--- src/core/pwc_pkg.sv ---
// Package for the power-on reset and power-down/wake control block
package pwc_pkg;

  localparam int unsigned CLK_HZ = 20000000;

  // Timing constants in their own units, converted to cycles
  localparam int unsigned POR_DELAY_MS = 128;
  localparam int unsigned POR_DELAY_CYC = POR_DELAY_MS * (CLK_HZ / 1000);
  localparam int unsigned LOCK_DELAY_US = 1000;
  localparam int unsigned LOCK_DELAY_CYC = LOCK_DELAY_US * (CLK_HZ / 1000000);
  localparam int unsigned XTAL_DELAY_MS = 150;
  localparam int unsigned XTAL_DELAY_CYC = XTAL_DELAY_MS * (CLK_HZ / 1000);
  localparam int unsigned PLL_MULT = 384;
  localparam int unsigned OSC_HZ = 32768;

  // APB register byte offsets
  localparam logic [7:0] PWR_CTRL_OFF = 8'h00;
  localparam logic [7:0] PLL_CTRL_OFF = 8'h04;
  localparam logic [7:0] WAKE_EN_OFF = 8'h08;
  localparam logic [7:0] STATUS_OFF = 8'h0C;

  // power_control_reg fields
  localparam int unsigned PWR_DOWN_BIT = 1;
  localparam int unsigned EXT0_WAKE_BIT = 5;
  localparam int unsigned SERIAL_WAKE_BIT = 6;
  // pll_control_reg fields
  localparam int unsigned CDIV_LSB = 0;
  localparam int unsigned CDIV_W = 3;
  localparam int unsigned OSC_SLEEP_BIT = 3;
  localparam int unsigned LOCK_BIT = 6;
  // wake enable register: interrupt enables and interval counter run
  localparam int unsigned TIC_IE_BIT = 0;
  localparam int unsigned SPI_IE_BIT = 1;
  localparam int unsigned EXT0_IE_BIT = 2;
  localparam int unsigned TIC_RUN_BIT = 3;

  localparam logic [7:0] PWR_CTRL_RST = 8'h00;
  localparam logic [7:0] PLL_CTRL_RST = 8'h03;
  localparam logic [7:0] WAKE_EN_RST = 8'h00;

  typedef struct packed {
    logic tic_irq;
    logic spi_irq;
    logic ext0_irq;
  } pwc_wake_src_t;

  typedef struct packed {
    logic osc_run;
    logic pll_run;
    logic core_clk_en;
    logic periph_en;
    logic tic_en;
    logic dac_hiz;
    logic strobes_low;
    logic port_hold;
  } pwc_power_ctl_t;

endpackage

--- src/core/pwc_delay_timer.sv ---
// Loadable down-counter that reports expiry of a start-up delay
`timescale 1ns/10ps
`default_nettype none
module pwc_delay_timer #(
  parameter int unsigned WIDTH = 32
) (
  // Clock and reset
  input wire logic mclk,
  input wire logic reset_n,
  // Control
  input wire logic load,
  input wire logic [WIDTH-1:0] load_val,
  input wire logic hold,
  // Status
  output logic done
);

  logic [WIDTH-1:0] cnt_q;
  logic [WIDTH-1:0] cnt_d;
  wire logic at_zero = (cnt_q == '0);

  assign cnt_d = load ? load_val :
                 (hold || at_zero) ? cnt_q : cnt_q - 1'b1;
  assign done = at_zero && !load;

  always_ff @(posedge mclk) begin
    if (!reset_n) begin
      cnt_q <= '0;
    end else begin
      cnt_q <= cnt_d;
    end
  end

endmodule
`default_nettype wire

--- src/core/pwc_clk_divider.sv ---
// Core clock enable generator dividing by a power of two
`timescale 1ns/10ps
`default_nettype none
module pwc_clk_divider #(
  parameter int unsigned DIV_W = 3
) (
  // Clock and reset
  input wire logic mclk,
  input wire logic reset_n,
  // Control
  input wire logic run,
  input wire logic [DIV_W-1:0] div_sel,
  // Output tick
  output logic tick
);

  localparam int unsigned CW = (1 << DIV_W);

  logic [CW-1:0] cnt_q;
  logic [CW-1:0] mask;
  logic tick_q;

  // Tick every 2^div_sel cycles
  assign mask = CW'((1 << div_sel) - 1);
  assign tick = tick_q;

  always_ff @(posedge mclk) begin
    if (!reset_n) begin
      cnt_q <= '0;
      tick_q <= 1'b0;
    end else begin
      cnt_q <= run ? cnt_q + 1'b1 : '0;
      tick_q <= run && ((cnt_q & mask) == '0);
    end
  end

endmodule
`default_nettype wire

--- src/core/pwc_por_powerdown_ctrl.sv ---
// Power-on reset sequencer with power-down entry and wake control
`timescale 1ns/10ps
`default_nettype none
module pwc_por_powerdown_ctrl #(
  parameter int unsigned POR_CYC = pwc_pkg::POR_DELAY_CYC,
  parameter int unsigned XTAL_CYC = pwc_pkg::XTAL_DELAY_CYC,
  parameter int unsigned LOCK_CYC = pwc_pkg::LOCK_DELAY_CYC
) (
  // Clock and reset
  input wire logic mclk,
  input wire logic reset_n,
  // Supply comparators and reset pin
  input wire logic supply_high_var,
  input wire logic supply_above_thr,
  input wire logic supply_above_1v,
  input wire logic reset_pin,
  // Wake interrupt requests
  input wire pwc_pkg::pwc_wake_src_t wake_irq,
  // APB slave
  input wire logic psel,
  input wire logic penable,
  input wire logic pwrite,
  input wire logic [7:0] paddr,
  input wire logic [31:0] pwdata,
  output logic [31:0] prdata,
  output logic pready,
  output logic pslverr,
  // Chip control
  output logic chip_reset,
  output logic resume_req,
  output logic core_tick,
  output var pwc_pkg::pwc_power_ctl_t power_ctl,
  output logic [31:0] pll_mult
);

  typedef enum logic [2:0] {
    PWC_POR,
    PWC_RUN,
    PWC_DOWN,
    PWC_XTAL,
    PWC_LOCK
  } pwc_state_t;

  pwc_state_t state_q;
  pwc_state_t state_d;
  logic [7:0] pwr_ctrl_q;
  logic [7:0] pll_ctrl_q;
  logic [7:0] wake_en_q;
  logic [31:0] prdata_q;
  logic chip_reset_q;
  logic resume_q;
  logic locked_q;
  logic osc_stopped_q;
  logic held_q;

  // Supply held: threshold taken from supply_above_thr alone, reset whenever below it or below 1 V
  wire logic supply_ok = supply_above_thr;
  wire logic por_hold = !supply_above_1v || (held_q && !supply_ok);
  wire logic hard_reset = por_hold || reset_pin || !supply_ok;

  wire logic apb_access = psel && penable;
  wire logic apb_wr = apb_access && pwrite;
  wire logic sel_pwr = (paddr == pwc_pkg::PWR_CTRL_OFF);
  wire logic sel_pll = (paddr == pwc_pkg::PLL_CTRL_OFF);
  wire logic sel_wake = (paddr == pwc_pkg::WAKE_EN_OFF);
  wire logic sel_stat = (paddr == pwc_pkg::STATUS_OFF);
  wire logic addr_ok = sel_pwr || sel_pll || sel_wake || sel_stat;

  wire logic pd_req = apb_wr && sel_pwr &&
                      pwdata[pwc_pkg::PWR_DOWN_BIT];
  wire logic osc_sleep = pll_ctrl_q[pwc_pkg::OSC_SLEEP_BIT];
  wire logic tic_run = wake_en_q[pwc_pkg::TIC_RUN_BIT];

  // Wake sources, each gated by its enables
  wire logic tic_wake = wake_irq.tic_irq && !osc_sleep && tic_run &&
                        wake_en_q[pwc_pkg::TIC_IE_BIT];
  wire logic spi_wake = wake_irq.spi_irq &&
                        pwr_ctrl_q[pwc_pkg::SERIAL_WAKE_BIT] &&
                        wake_en_q[pwc_pkg::SPI_IE_BIT];
  wire logic ext0_wake = wake_irq.ext0_irq &&
                         pwr_ctrl_q[pwc_pkg::EXT0_WAKE_BIT] &&
                         wake_en_q[pwc_pkg::EXT0_IE_BIT];
  wire logic any_wake = tic_wake || spi_wake || ext0_wake;

  logic por_done;
  logic xtal_done;
  logic lock_done;
  logic in_down;

  assign in_down = (state_q == PWC_DOWN);

  // Held flag reloads too, so a release with good supply still waits
  pwc_delay_timer #(.WIDTH(32)) u_por_timer (
    .mclk(mclk),
    .reset_n(reset_n),
    .load(hard_reset || held_q),
    .load_val(32'(POR_CYC)),
    .hold(1'b0),
    .done(por_done)
  );

  // Separate timers: a lock reload must not feed back into crystal expiry
  wire logic wake_go = in_down && any_wake;
  wire logic xtal_load = wake_go && osc_stopped_q;
  wire logic lock_load = (wake_go && !osc_stopped_q) ||
                         ((state_q == PWC_XTAL) && xtal_done);

  pwc_delay_timer #(.WIDTH(32)) u_xtal_timer (
    .mclk(mclk),
    .reset_n(reset_n),
    .load(xtal_load),
    .load_val(32'(XTAL_CYC)),
    .hold(1'b0),
    .done(xtal_done)
  );

  pwc_delay_timer #(.WIDTH(32)) u_lock_timer (
    .mclk(mclk),
    .reset_n(reset_n),
    .load(lock_load),
    .load_val(32'(LOCK_CYC)),
    .hold(1'b0),
    .done(lock_done)
  );

  always_comb begin
    state_d = state_q;
    case (state_q)
      PWC_POR: begin
        if (!hard_reset && por_done) begin
          state_d = PWC_RUN;
        end
      end
      PWC_RUN: begin
        if (pd_req) begin
          state_d = PWC_DOWN;
        end
      end
      PWC_DOWN: begin
        if (any_wake) begin
          state_d = osc_stopped_q ? PWC_XTAL : PWC_LOCK;
        end
      end
      PWC_XTAL: begin
        if (xtal_done) begin
          state_d = PWC_LOCK;
        end
      end
      PWC_LOCK: begin
        if (lock_done) begin
          state_d = PWC_RUN;
        end else if (pd_req) begin
          state_d = PWC_DOWN;
        end
      end
      default: state_d = PWC_POR;
    endcase
    if (hard_reset) begin
      state_d = PWC_POR;
    end
  end

  always_ff @(posedge mclk) begin
    if (!reset_n) begin
      state_q <= PWC_POR;
      held_q <= 1'b1;
    end else begin
      state_q <= state_d;
      held_q <= por_hold || !supply_ok;
    end
  end

  // Registers; any reset source restores defaults
  always_ff @(posedge mclk) begin
    if (!reset_n || hard_reset) begin
      pwr_ctrl_q <= pwc_pkg::PWR_CTRL_RST;
      pll_ctrl_q <= pwc_pkg::PLL_CTRL_RST;
      wake_en_q <= pwc_pkg::WAKE_EN_RST;
    end else begin
      if (apb_wr && sel_pwr) begin
        pwr_ctrl_q <= pwdata[7:0];
      end else if (state_q == PWC_DOWN && any_wake) begin
        pwr_ctrl_q[pwc_pkg::PWR_DOWN_BIT] <= 1'b0;
      end
      if (apb_wr && sel_pll) begin
        pll_ctrl_q <= pwdata[7:0];
      end
      if (apb_wr && sel_wake) begin
        wake_en_q <= pwdata[7:0];
      end
    end
  end

  // Lock flag, oscillator state, resume strobe
  always_ff @(posedge mclk) begin
    if (!reset_n) begin
      locked_q <= 1'b0;
      osc_stopped_q <= 1'b0;
      resume_q <= 1'b0;
      chip_reset_q <= 1'b1;
    end else begin
      chip_reset_q <= (state_d == PWC_POR);
      resume_q <= wake_go;
      if (state_d == PWC_DOWN || state_d == PWC_POR) begin
        locked_q <= 1'b0;
      end else if (state_q == PWC_LOCK && lock_done) begin
        locked_q <= 1'b1;
      end else if (state_q == PWC_POR && state_d == PWC_RUN) begin
        locked_q <= 1'b1;
      end
      if (pd_req) begin
        osc_stopped_q <= osc_sleep;
      end else if (state_q != PWC_DOWN) begin
        osc_stopped_q <= 1'b0;
      end
    end
  end

  wire logic [31:0] status_word = {26'h0, supply_high_var, locked_q,
                                   held_q, state_q};
  wire logic [7:0] pll_rd = {pll_ctrl_q[7], locked_q,
                             pll_ctrl_q[5:0]};
  wire logic [31:0] rd_mux = sel_pwr ? {24'h0, pwr_ctrl_q} :
                             sel_pll ? {24'h0, pll_rd} :
                             sel_wake ? {24'h0, wake_en_q} :
                             sel_stat ? status_word : 32'h0;

  always_ff @(posedge mclk) begin
    if (!reset_n) begin
      prdata_q <= 32'h0;
    end else if (psel && !penable && !pwrite) begin
      prdata_q <= rd_mux;
    end
  end

  // Zero-wait answer; unmapped addresses signal error
  assign pready = 1'b1;
  assign pslverr = apb_access && !addr_ok;
  assign prdata = prdata_q;

  pwc_clk_divider #(.DIV_W(pwc_pkg::CDIV_W)) u_div (
    .mclk(mclk),
    .reset_n(reset_n),
    .run(!in_down && state_q != PWC_POR),
    .div_sel(pll_ctrl_q[pwc_pkg::CDIV_LSB +: pwc_pkg::CDIV_W]),
    .tick(core_tick)
  );

  assign chip_reset = chip_reset_q;
  assign resume_req = resume_q;
  assign pll_mult = 32'(pwc_pkg::PLL_MULT);
  assign power_ctl.osc_run = !(in_down && osc_sleep) &&
                             !(state_q == PWC_XTAL &&
                               !xtal_done);
  assign power_ctl.pll_run = !in_down;
  assign power_ctl.core_clk_en = !in_down && !chip_reset_q;
  assign power_ctl.periph_en = !in_down;
  assign power_ctl.tic_en = tic_run && !(in_down && osc_sleep);
  assign power_ctl.dac_hiz = in_down;
  assign power_ctl.strobes_low = in_down;
  assign power_ctl.port_hold = in_down;
endmodule
`default_nettype wire

--- config.mk ---
export PLATFORM = sky130hd
export DESIGN_NAME = pwc_por_powerdown_ctrl
export DESIGN_NICKNAME = d
export VERILOG_FILES = /design/src/core/pwc_pkg.sv /design/src/core/pwc_delay_timer.sv /design/src/core/pwc_clk_divider.sv /design/src/core/pwc_por_powerdown_ctrl.sv
export SDC_FILE = /design/constraint.sdc
export NUM_CORES = 1
export LEC_CHECK = 0
export ABC_CLOCK_PERIOD_IN_PS = 3800
export BUFFER_PORTS_ARGS = -buffer_cell sky130_fd_sc_hd__buf_2
export CAP_MARGIN = 20
export CORE_MARGIN = 3
export CORE_UTILIZATION = 32
export CTS_CLUSTER_SIZE = 20
export DETAILED_ROUTE_END_ITERATION = 8
export SLEW_MARGIN = 20
export SYNTH_ARGS = -nofsm -noshare
export SYNTH_HDL_FRONTEND = slang
export SYNTH_SLANG_ARGS = --single-unit
--- constraint.sdc ---
create_clock -name mclk -period 3.8 [get_ports mclk]
set_clock_uncertainty 0.15 [all_clocks]
set_input_delay 0 -clock mclk [delete_from_list [all_inputs] [get_ports mclk]]
set_output_delay 0 -clock mclk [all_outputs]
set_load 0.02 [all_outputs]
### After elaboration in Yosys (flattened, before gate mapping)

Cells that the tools add are included.
W data, S select, Z words.

| word-level totals | value |
|---|---|
| register bits | 169 |
| input bits | 52 |
| output and inout port bits | 77 |
| logic and storage cells | 144 |

| cells by class | value |
|---|---|
| add/subtract/negate cells | 5 |
| equality and inequality tests | 13 |
| shift-type cells | 1 |
| multiplexer cells | 24 |
| bitwise operators | 2 |
| reduce and logical (&&, ||, !) cells | 80 |

Operators by type and width:

| cell | number |
|---|---|
| $logic_not A32 Y1 | 3 |
| $sub A32 B1 Y32 const B | 3 |
| $mux W22 | 4 |
| $logic_and A1 B1 Y1 | 34 |
| $mux W15 | 2 |
| $mux W8 | 3 |
| $mux W3 | 7 |
| $logic_not A1 Y1 | 17 |
| $eq A8 B4 Y1 const B | 2 |
| $logic_not A8 Y1 | 2 |
| $pmux W3 S5 | 1 |
| $logic_or A1 B1 Y1 | 13 |
| $eq A3 B2 Y1 const B | 3 |
| $add A8 B1 Y8 const B | 1 |
| $and A8 B8 Y8 | 1 |
| $eq A8 B3 Y1 const B | 1 |
| $reduce_or A2 Y1 | 4 |
| $shl A1 B3 Y8 const A | 1 |
| $sub A8 B2 Y8 const B | 1 |
| $eq A3 B1 Y1 const B | 2 |
| $logic_not A3 Y1 | 2 |
| $mux W1 | 6 |
| $mux W6 | 1 |
| $ne A2 B1 Y1 const B | 3 |
| 6 further kinds | 8 |

### Logic depth before layout (Yosys ltp)

| logic depth | value |
|---|---|
| word-level depth | 21 |
| depth in mapped cells | 10 |
| mapped depth without buffers | 9 |

### By module

From an unflattened synthesis, not the netlist that was laid out.

| second synthesis, totals | value |
|---|---|
| cell total of the unflattened synthesis | 1023 |
| area total of the unflattened synthesis | 8473.1 µm² |

Modules (own cells, without submodules):

| module | instances | cells each | area each (µm²) | seq. area each (µm²) |
|---|---|---|---|---|
| pwc_delay_timer | 3 | 240 | 1936.9 | 640.6 |
| pwc_por_powerdown_ctrl | 1 | 266 | 2322.2 | 780.7 |
| pwc_clk_divider | 1 | 37 | 340.3 | 160.2 |

### Worst setup path before layout

Ideal clock, no wire load.

| timing path | value |
|---|---|
| path type | register to register |
| from | register u_xtal_timer.cnt_q[26] |
| to | register u_xtal_timer.cnt_q[6] |
| setup time | 0.128 ns |
| arrival | 2.442 ns |
| data required time | 3.522 ns |
| setup slack | 1.080 ns |
| stages on the path, launching flop included | 9 |
| buffers on the path | 2 |
| period minus slack after synthesis | 2.720 ns |
| cells stage by stage | dfxtp_1 or4_1 or4_1 buf_2 or4_4 buf_6 nand4_1 xor2_1 a21oi_1 |

| on the way | value |
|---|---|
| longest elaborated chain between the ends | 2 |

Ends and longest elaborated chain:

| what | RTL line | source |
|---|---|---|
| from (decl) | pwc_delay_timer.sv:18 | `logic [WIDTH-1:0] cnt_q;` |
| from (signal assigned) | pwc_delay_timer.sv:30 | `cnt_q <= cnt_d;` |
| $logic_not A32 Y1 | pwc_delay_timer.sv:20 | `wire logic at_zero = (cnt_q == '0);` |
| $ne A2 B1 Y1 (no source line) | -- |  |

Every way passes these cells.
A chain may end at the register's enable or synchronous reset.

==> run_results.csv <==
group,metric,value,unit
timing,timing.max_slew.rel_slack,36.5,%
pwr,share_clk_of_total_power,26.5,%
outcome,run_status,"complete, no violations",
timing,setup-violations-final,0,
finish,drive_gt1_share,11.0,%
finish,final_core_util,37.7,%
timing,finalHoldViolCount,0,
route,drt-wirelength-per-cell,13.5,um
grt,grt_antenna_before_repair,0,
place,dp.final_hpwl,11000,um
place,globalplace.congestion,0.802,
route,ant_nets,0,
place,worst_setup_slack_post_dpl,729,ps
yosys,synth.yosys.seq_area_share,40.5,%
grt,grt_start_max_net_pins,28,
route,mean_number_of_vias_per_cell,4.96,
pwr,power.total,6.09,mW
floorplan,pin_count,129,
timing,final_period_minus_worst_setup_slack,3080,ps
floorplan,initial_core_util,33.1,%
worst_setup_path,worst-endpoint-arrival,2930,ps
floorplan,core.rowCount,53,
clock_network,clock_tree.root_cell,"sky130_fd_sc_hd__clkbuf_16",
finish,area.sequential,0.00286,sq mm
yosys,syn-instance-count,840,
clock_network,htree_num_levels,4,
route,first_pass_iters,5,
worst_setup_path,crit_fanout,7,
clock_network,clock_sinks,143,
floorplan,fp.dieW,155,um
pwr,share_seq_of_total_power,34.2,%
finish,multi_input_comb_area,0.00376,sq mm
route,drc,0,
worst_setup_path,worst_setup_path_start_kind,"flop",
pwr,pwr_density_cell,756,mW/mm^2
flow_run,maxCapViolCount,0,
grt,grt_overflow_total,0,
timing,worst_pin_slew,952,ps
grt,number_of_global_route_vias_before_repair,5352,
route,detail_route.iter0.violations,304,
yosys,dominantRegCellSynth,"sky130_fd_sc_hd__dfxtp_1",
finish,antennaDiodeCount,0,
yosys,synth_warnings,0,
route,vias,5846,
yosys,synth_area_per_cell,8.42,sq um
pwr,p_leak,3.20,nW
clock_network,clk-insertion-delay-late,410,ps
grt,grt_overall_usage,13.3,%
yosys,synth.cell_area,0.00708,sq mm
yosys,synth_enable_flop_cells,0,
clock_network,post_cts_resized,0,
route,detail_route.wirelength,15900,um
clock_network,cts_tree,"yes",
pwr,power_switching_share,38.5,%
worst_setup_path,critical_path_required,3650,ps
grt,global_route_wire_length_before_repair,26500,um
pwr,peakVddDrop,459,uV
timing,fin_tns_setup,0,ps
yosys,ys_seq_elements,143,
clock_network,cts_setup_buffers,0,
timing,layout_setup_ws,715,ps
floorplan,core_area,0.0214,sq mm
clock_network,clk_pin_slew_worst_paths,60,ps
clock_network,cts_buffers,17,
timing,max_freq,324,MHz
timing,finalCritPeriodShare,81.2,%
finish,finish.net_count,951,
min_path,hold_class,"in2reg",
floorplan,die_boundary_height,155,um
finish,layout-area-overhead-vs-synth,13.8,%
place,placed_cell_area,0.00732,sq mm
finish,fillerInstances,2207,
worst_setup_path,critical_path_class,"reg2out",
yosys,ys_types,58,
pwr,power_report.internal_total,3.75,mW
timing,slew_violations,0,
place,count_of_input_and_output_buffers,47,
floorplan,fp.dieArea,0.0239,sq mm
yosys,async_flop_share,0,%
pwr,switching_component_of_the_power,2.34,mW
clock_network,clock_path_buffers,2,
worst_setup_path,worstSetupEndpointType,"primary output",
timing,grt_setup_unrepaired,"false",
finish,stdcell_area,0.00805,sq mm
pwr,power.share.combinational,39.4,%
-- routing by layer --
| layer | GRT usage (%) | wire length (um) |
|---|---|---|
| met1 | 18.8 | 7880 |
| met2 | 20.1 | 7040 |
| met3 | 3.02 | 671 |
| met4 | 4.25 | 276 |
| met5 | 0 | 0 |
-- flip-flops by register name, indices dropped and copies added, names as in the netlist --
| signal | count |
|---|---|
| u_div.tick | 1 |
| chip_reset | 1 |
| wake_en_q | 8 |
| u_xtal_timer.cnt_q | 32 |
| pll_ctrl_q | 7 |
| osc_stopped_q | 1 |
| resume_req | 1 |
| u_div.cnt_q | 7 |
| u_lock_timer.cnt_q | 32 |
| locked_q | 1 |
| u_por_timer.cnt_q | 32 |
| held_q | 1 |
| pwr_ctrl_q | 8 |
| prdata | 8 |
| state_q | 3 |
-- kinds of logic (layout without fill, tap and decap cells) --
| family | count (synthesis) | count (layout) | synth area share [%] |
|---|---|---|---|
| other | 2 | 57 | 0.106 |
| buffers and inverters | 106 | 115 | 9.30 |
| AO/OA/AOI/OAI | 112 | 112 | 9.71 |
| XOR/XNOR | 81 | 81 | 10.0 |
| adder cells (fa/ha/maj) | 5 | 5 | 0.884 |
| multiplexers | 23 | 23 | 3.43 |
| AND/OR/NAND/NOR | 368 | 368 | 26.1 |
| flip-flops | 143 | 143 | 40.5 |
-- power by group through the flow --
stage	registers, mW	clock network, mW	logic [mW]
2_1_floorplan	2.05	0	1.97
3_3_place_gp	2.10	0	2.34
3_5_place_dp	2.10	0	2.36
4_1_cts	2.08	1.65	2.40
5_1_grt	2.13	1.71	2.72
6_report	2.08	1.61	2.40
-- cells in the mapped netlist (7+ instances only) --
library cell / n / area (sq um)
sky130_fd_sc_hd__inv_1: 13 / 48.8
sky130_fd_sc_hd__a21oi_1: 47 / 235
sky130_fd_sc_hd__or4_1: 14 / 105
sky130_fd_sc_hd__a211oi_1: 11 / 82.6
sky130_fd_sc_hd__and3_1: 7 / 43.8
sky130_fd_sc_hd__nor4_1: 25 / 156
sky130_fd_sc_hd__clkbuf_1: 24 / 90.1
sky130_fd_sc_hd__nand3_1: 52 / 260
sky130_fd_sc_hd__or3_1: 10 / 62.6
sky130_fd_sc_hd__buf_4: 63 / 473
sky130_fd_sc_hd__mux2i_1: 22 / 220
sky130_fd_sc_hd__xor2_1: 50 / 438
sky130_fd_sc_hd__xnor2_1: 31 / 272
sky130_fd_sc_hd__nor3_1: 33 / 165
sky130_fd_sc_hd__nand2_1: 36 / 135
sky130_fd_sc_hd__nand4_1: 18 / 113
sky130_fd_sc_hd__o21ai_0: 18 / 90.1
sky130_fd_sc_hd__dfxtp_1: 143 / 2860
sky130_fd_sc_hd__nor2_1: 133 / 499
-- critical path, stage by stage (launching register included) --
cell                      delay [ps]
sky130_fd_sc_hd__dfxtp_1         330
sky130_fd_sc_hd__or4_1           560
sky130_fd_sc_hd__or4_1           650
sky130_fd_sc_hd__nor3_1          480
sky130_fd_sc_hd__a21oi_1         160
sky130_fd_sc_hd__o21ai_0         130
sky130_fd_sc_hd__buf_2           210
-- final timing paths --
check,startpoint,end,slack (ps),cells after the start
worst min-delay path,wake_irq[1],state_q[1],20,5
worst max-delay path,u_xtal_timer.cnt_q[26],power_ctl[7],720,6
worst max register to register,u_xtal_timer.cnt_q[26],u_lock_timer.cnt_q[13],740,6
worst min register to register,pwr_ctrl_q[1],pwr_ctrl_q[1],310,2
-- cells in the final DEF, fill, tap and decap left out, types with 7 or more instances in the layout --
cell type and instances:
sky130_fd_sc_hd__xor2_1 50, sky130_fd_sc_hd__buf_2 47, sky130_fd_sc_hd__o21ai_0 18, sky130_fd_sc_hd__nand4_1 18, sky130_fd_sc_hd__buf_4 9, sky130_fd_sc_hd__and3_1 7, sky130_fd_sc_hd__inv_1 13, sky130_fd_sc_hd__a211oi_1 11
sky130_fd_sc_hd__nor4_1 25, sky130_fd_sc_hd__dfxtp_1 143, sky130_fd_sc_hd__mux2i_1 22, sky130_fd_sc_hd__xnor2_1 31, sky130_fd_sc_hd__clkbuf_16 17, sky130_fd_sc_hd__or4_1 14, sky130_fd_sc_hd__nor3_1 33, sky130_fd_sc_hd__nand2_1 36
sky130_fd_sc_hd__nand3_1 52, sky130_fd_sc_hd__or3_1 10, sky130_fd_sc_hd__a21oi_1 47, sky130_fd_sc_hd__conb_1 57, sky130_fd_sc_hd__nor2_1 133, sky130_fd_sc_hd__dlygate4sd3_1 16
-- cell type report --
class,count,share of cell area (%)
Inverter,14,0.653
Multi-Input combinational cell,646,46.7
Clock buffer,19,5.62
Tap cell,275,4.27
Clock inverter,10,1.43
Sequential cell,143,35.6
Timing Repair Buffer,72,5.75
-- metrics by stage --
| stage | hold WS, ps | instances |
|---|---|---|
| 3_3_place_gp | 106 | 1134 |
| 4_1_cts | 17.1 | 1179 |
| 3_5_place_dp | 114 | 1134 |
| 5_1_grt | 49.5 | 1179 |
| 6_report | 23.8 | 1179 |
| 2_1_floorplan | -30.5 | 895 |
-- what timing repair did --
action	CTS	global route
hold buffers	16	0
hold endpoints to repair	44	0
endpoints found under the setup margin	0	0
Power figures use the tool's default switching activity.
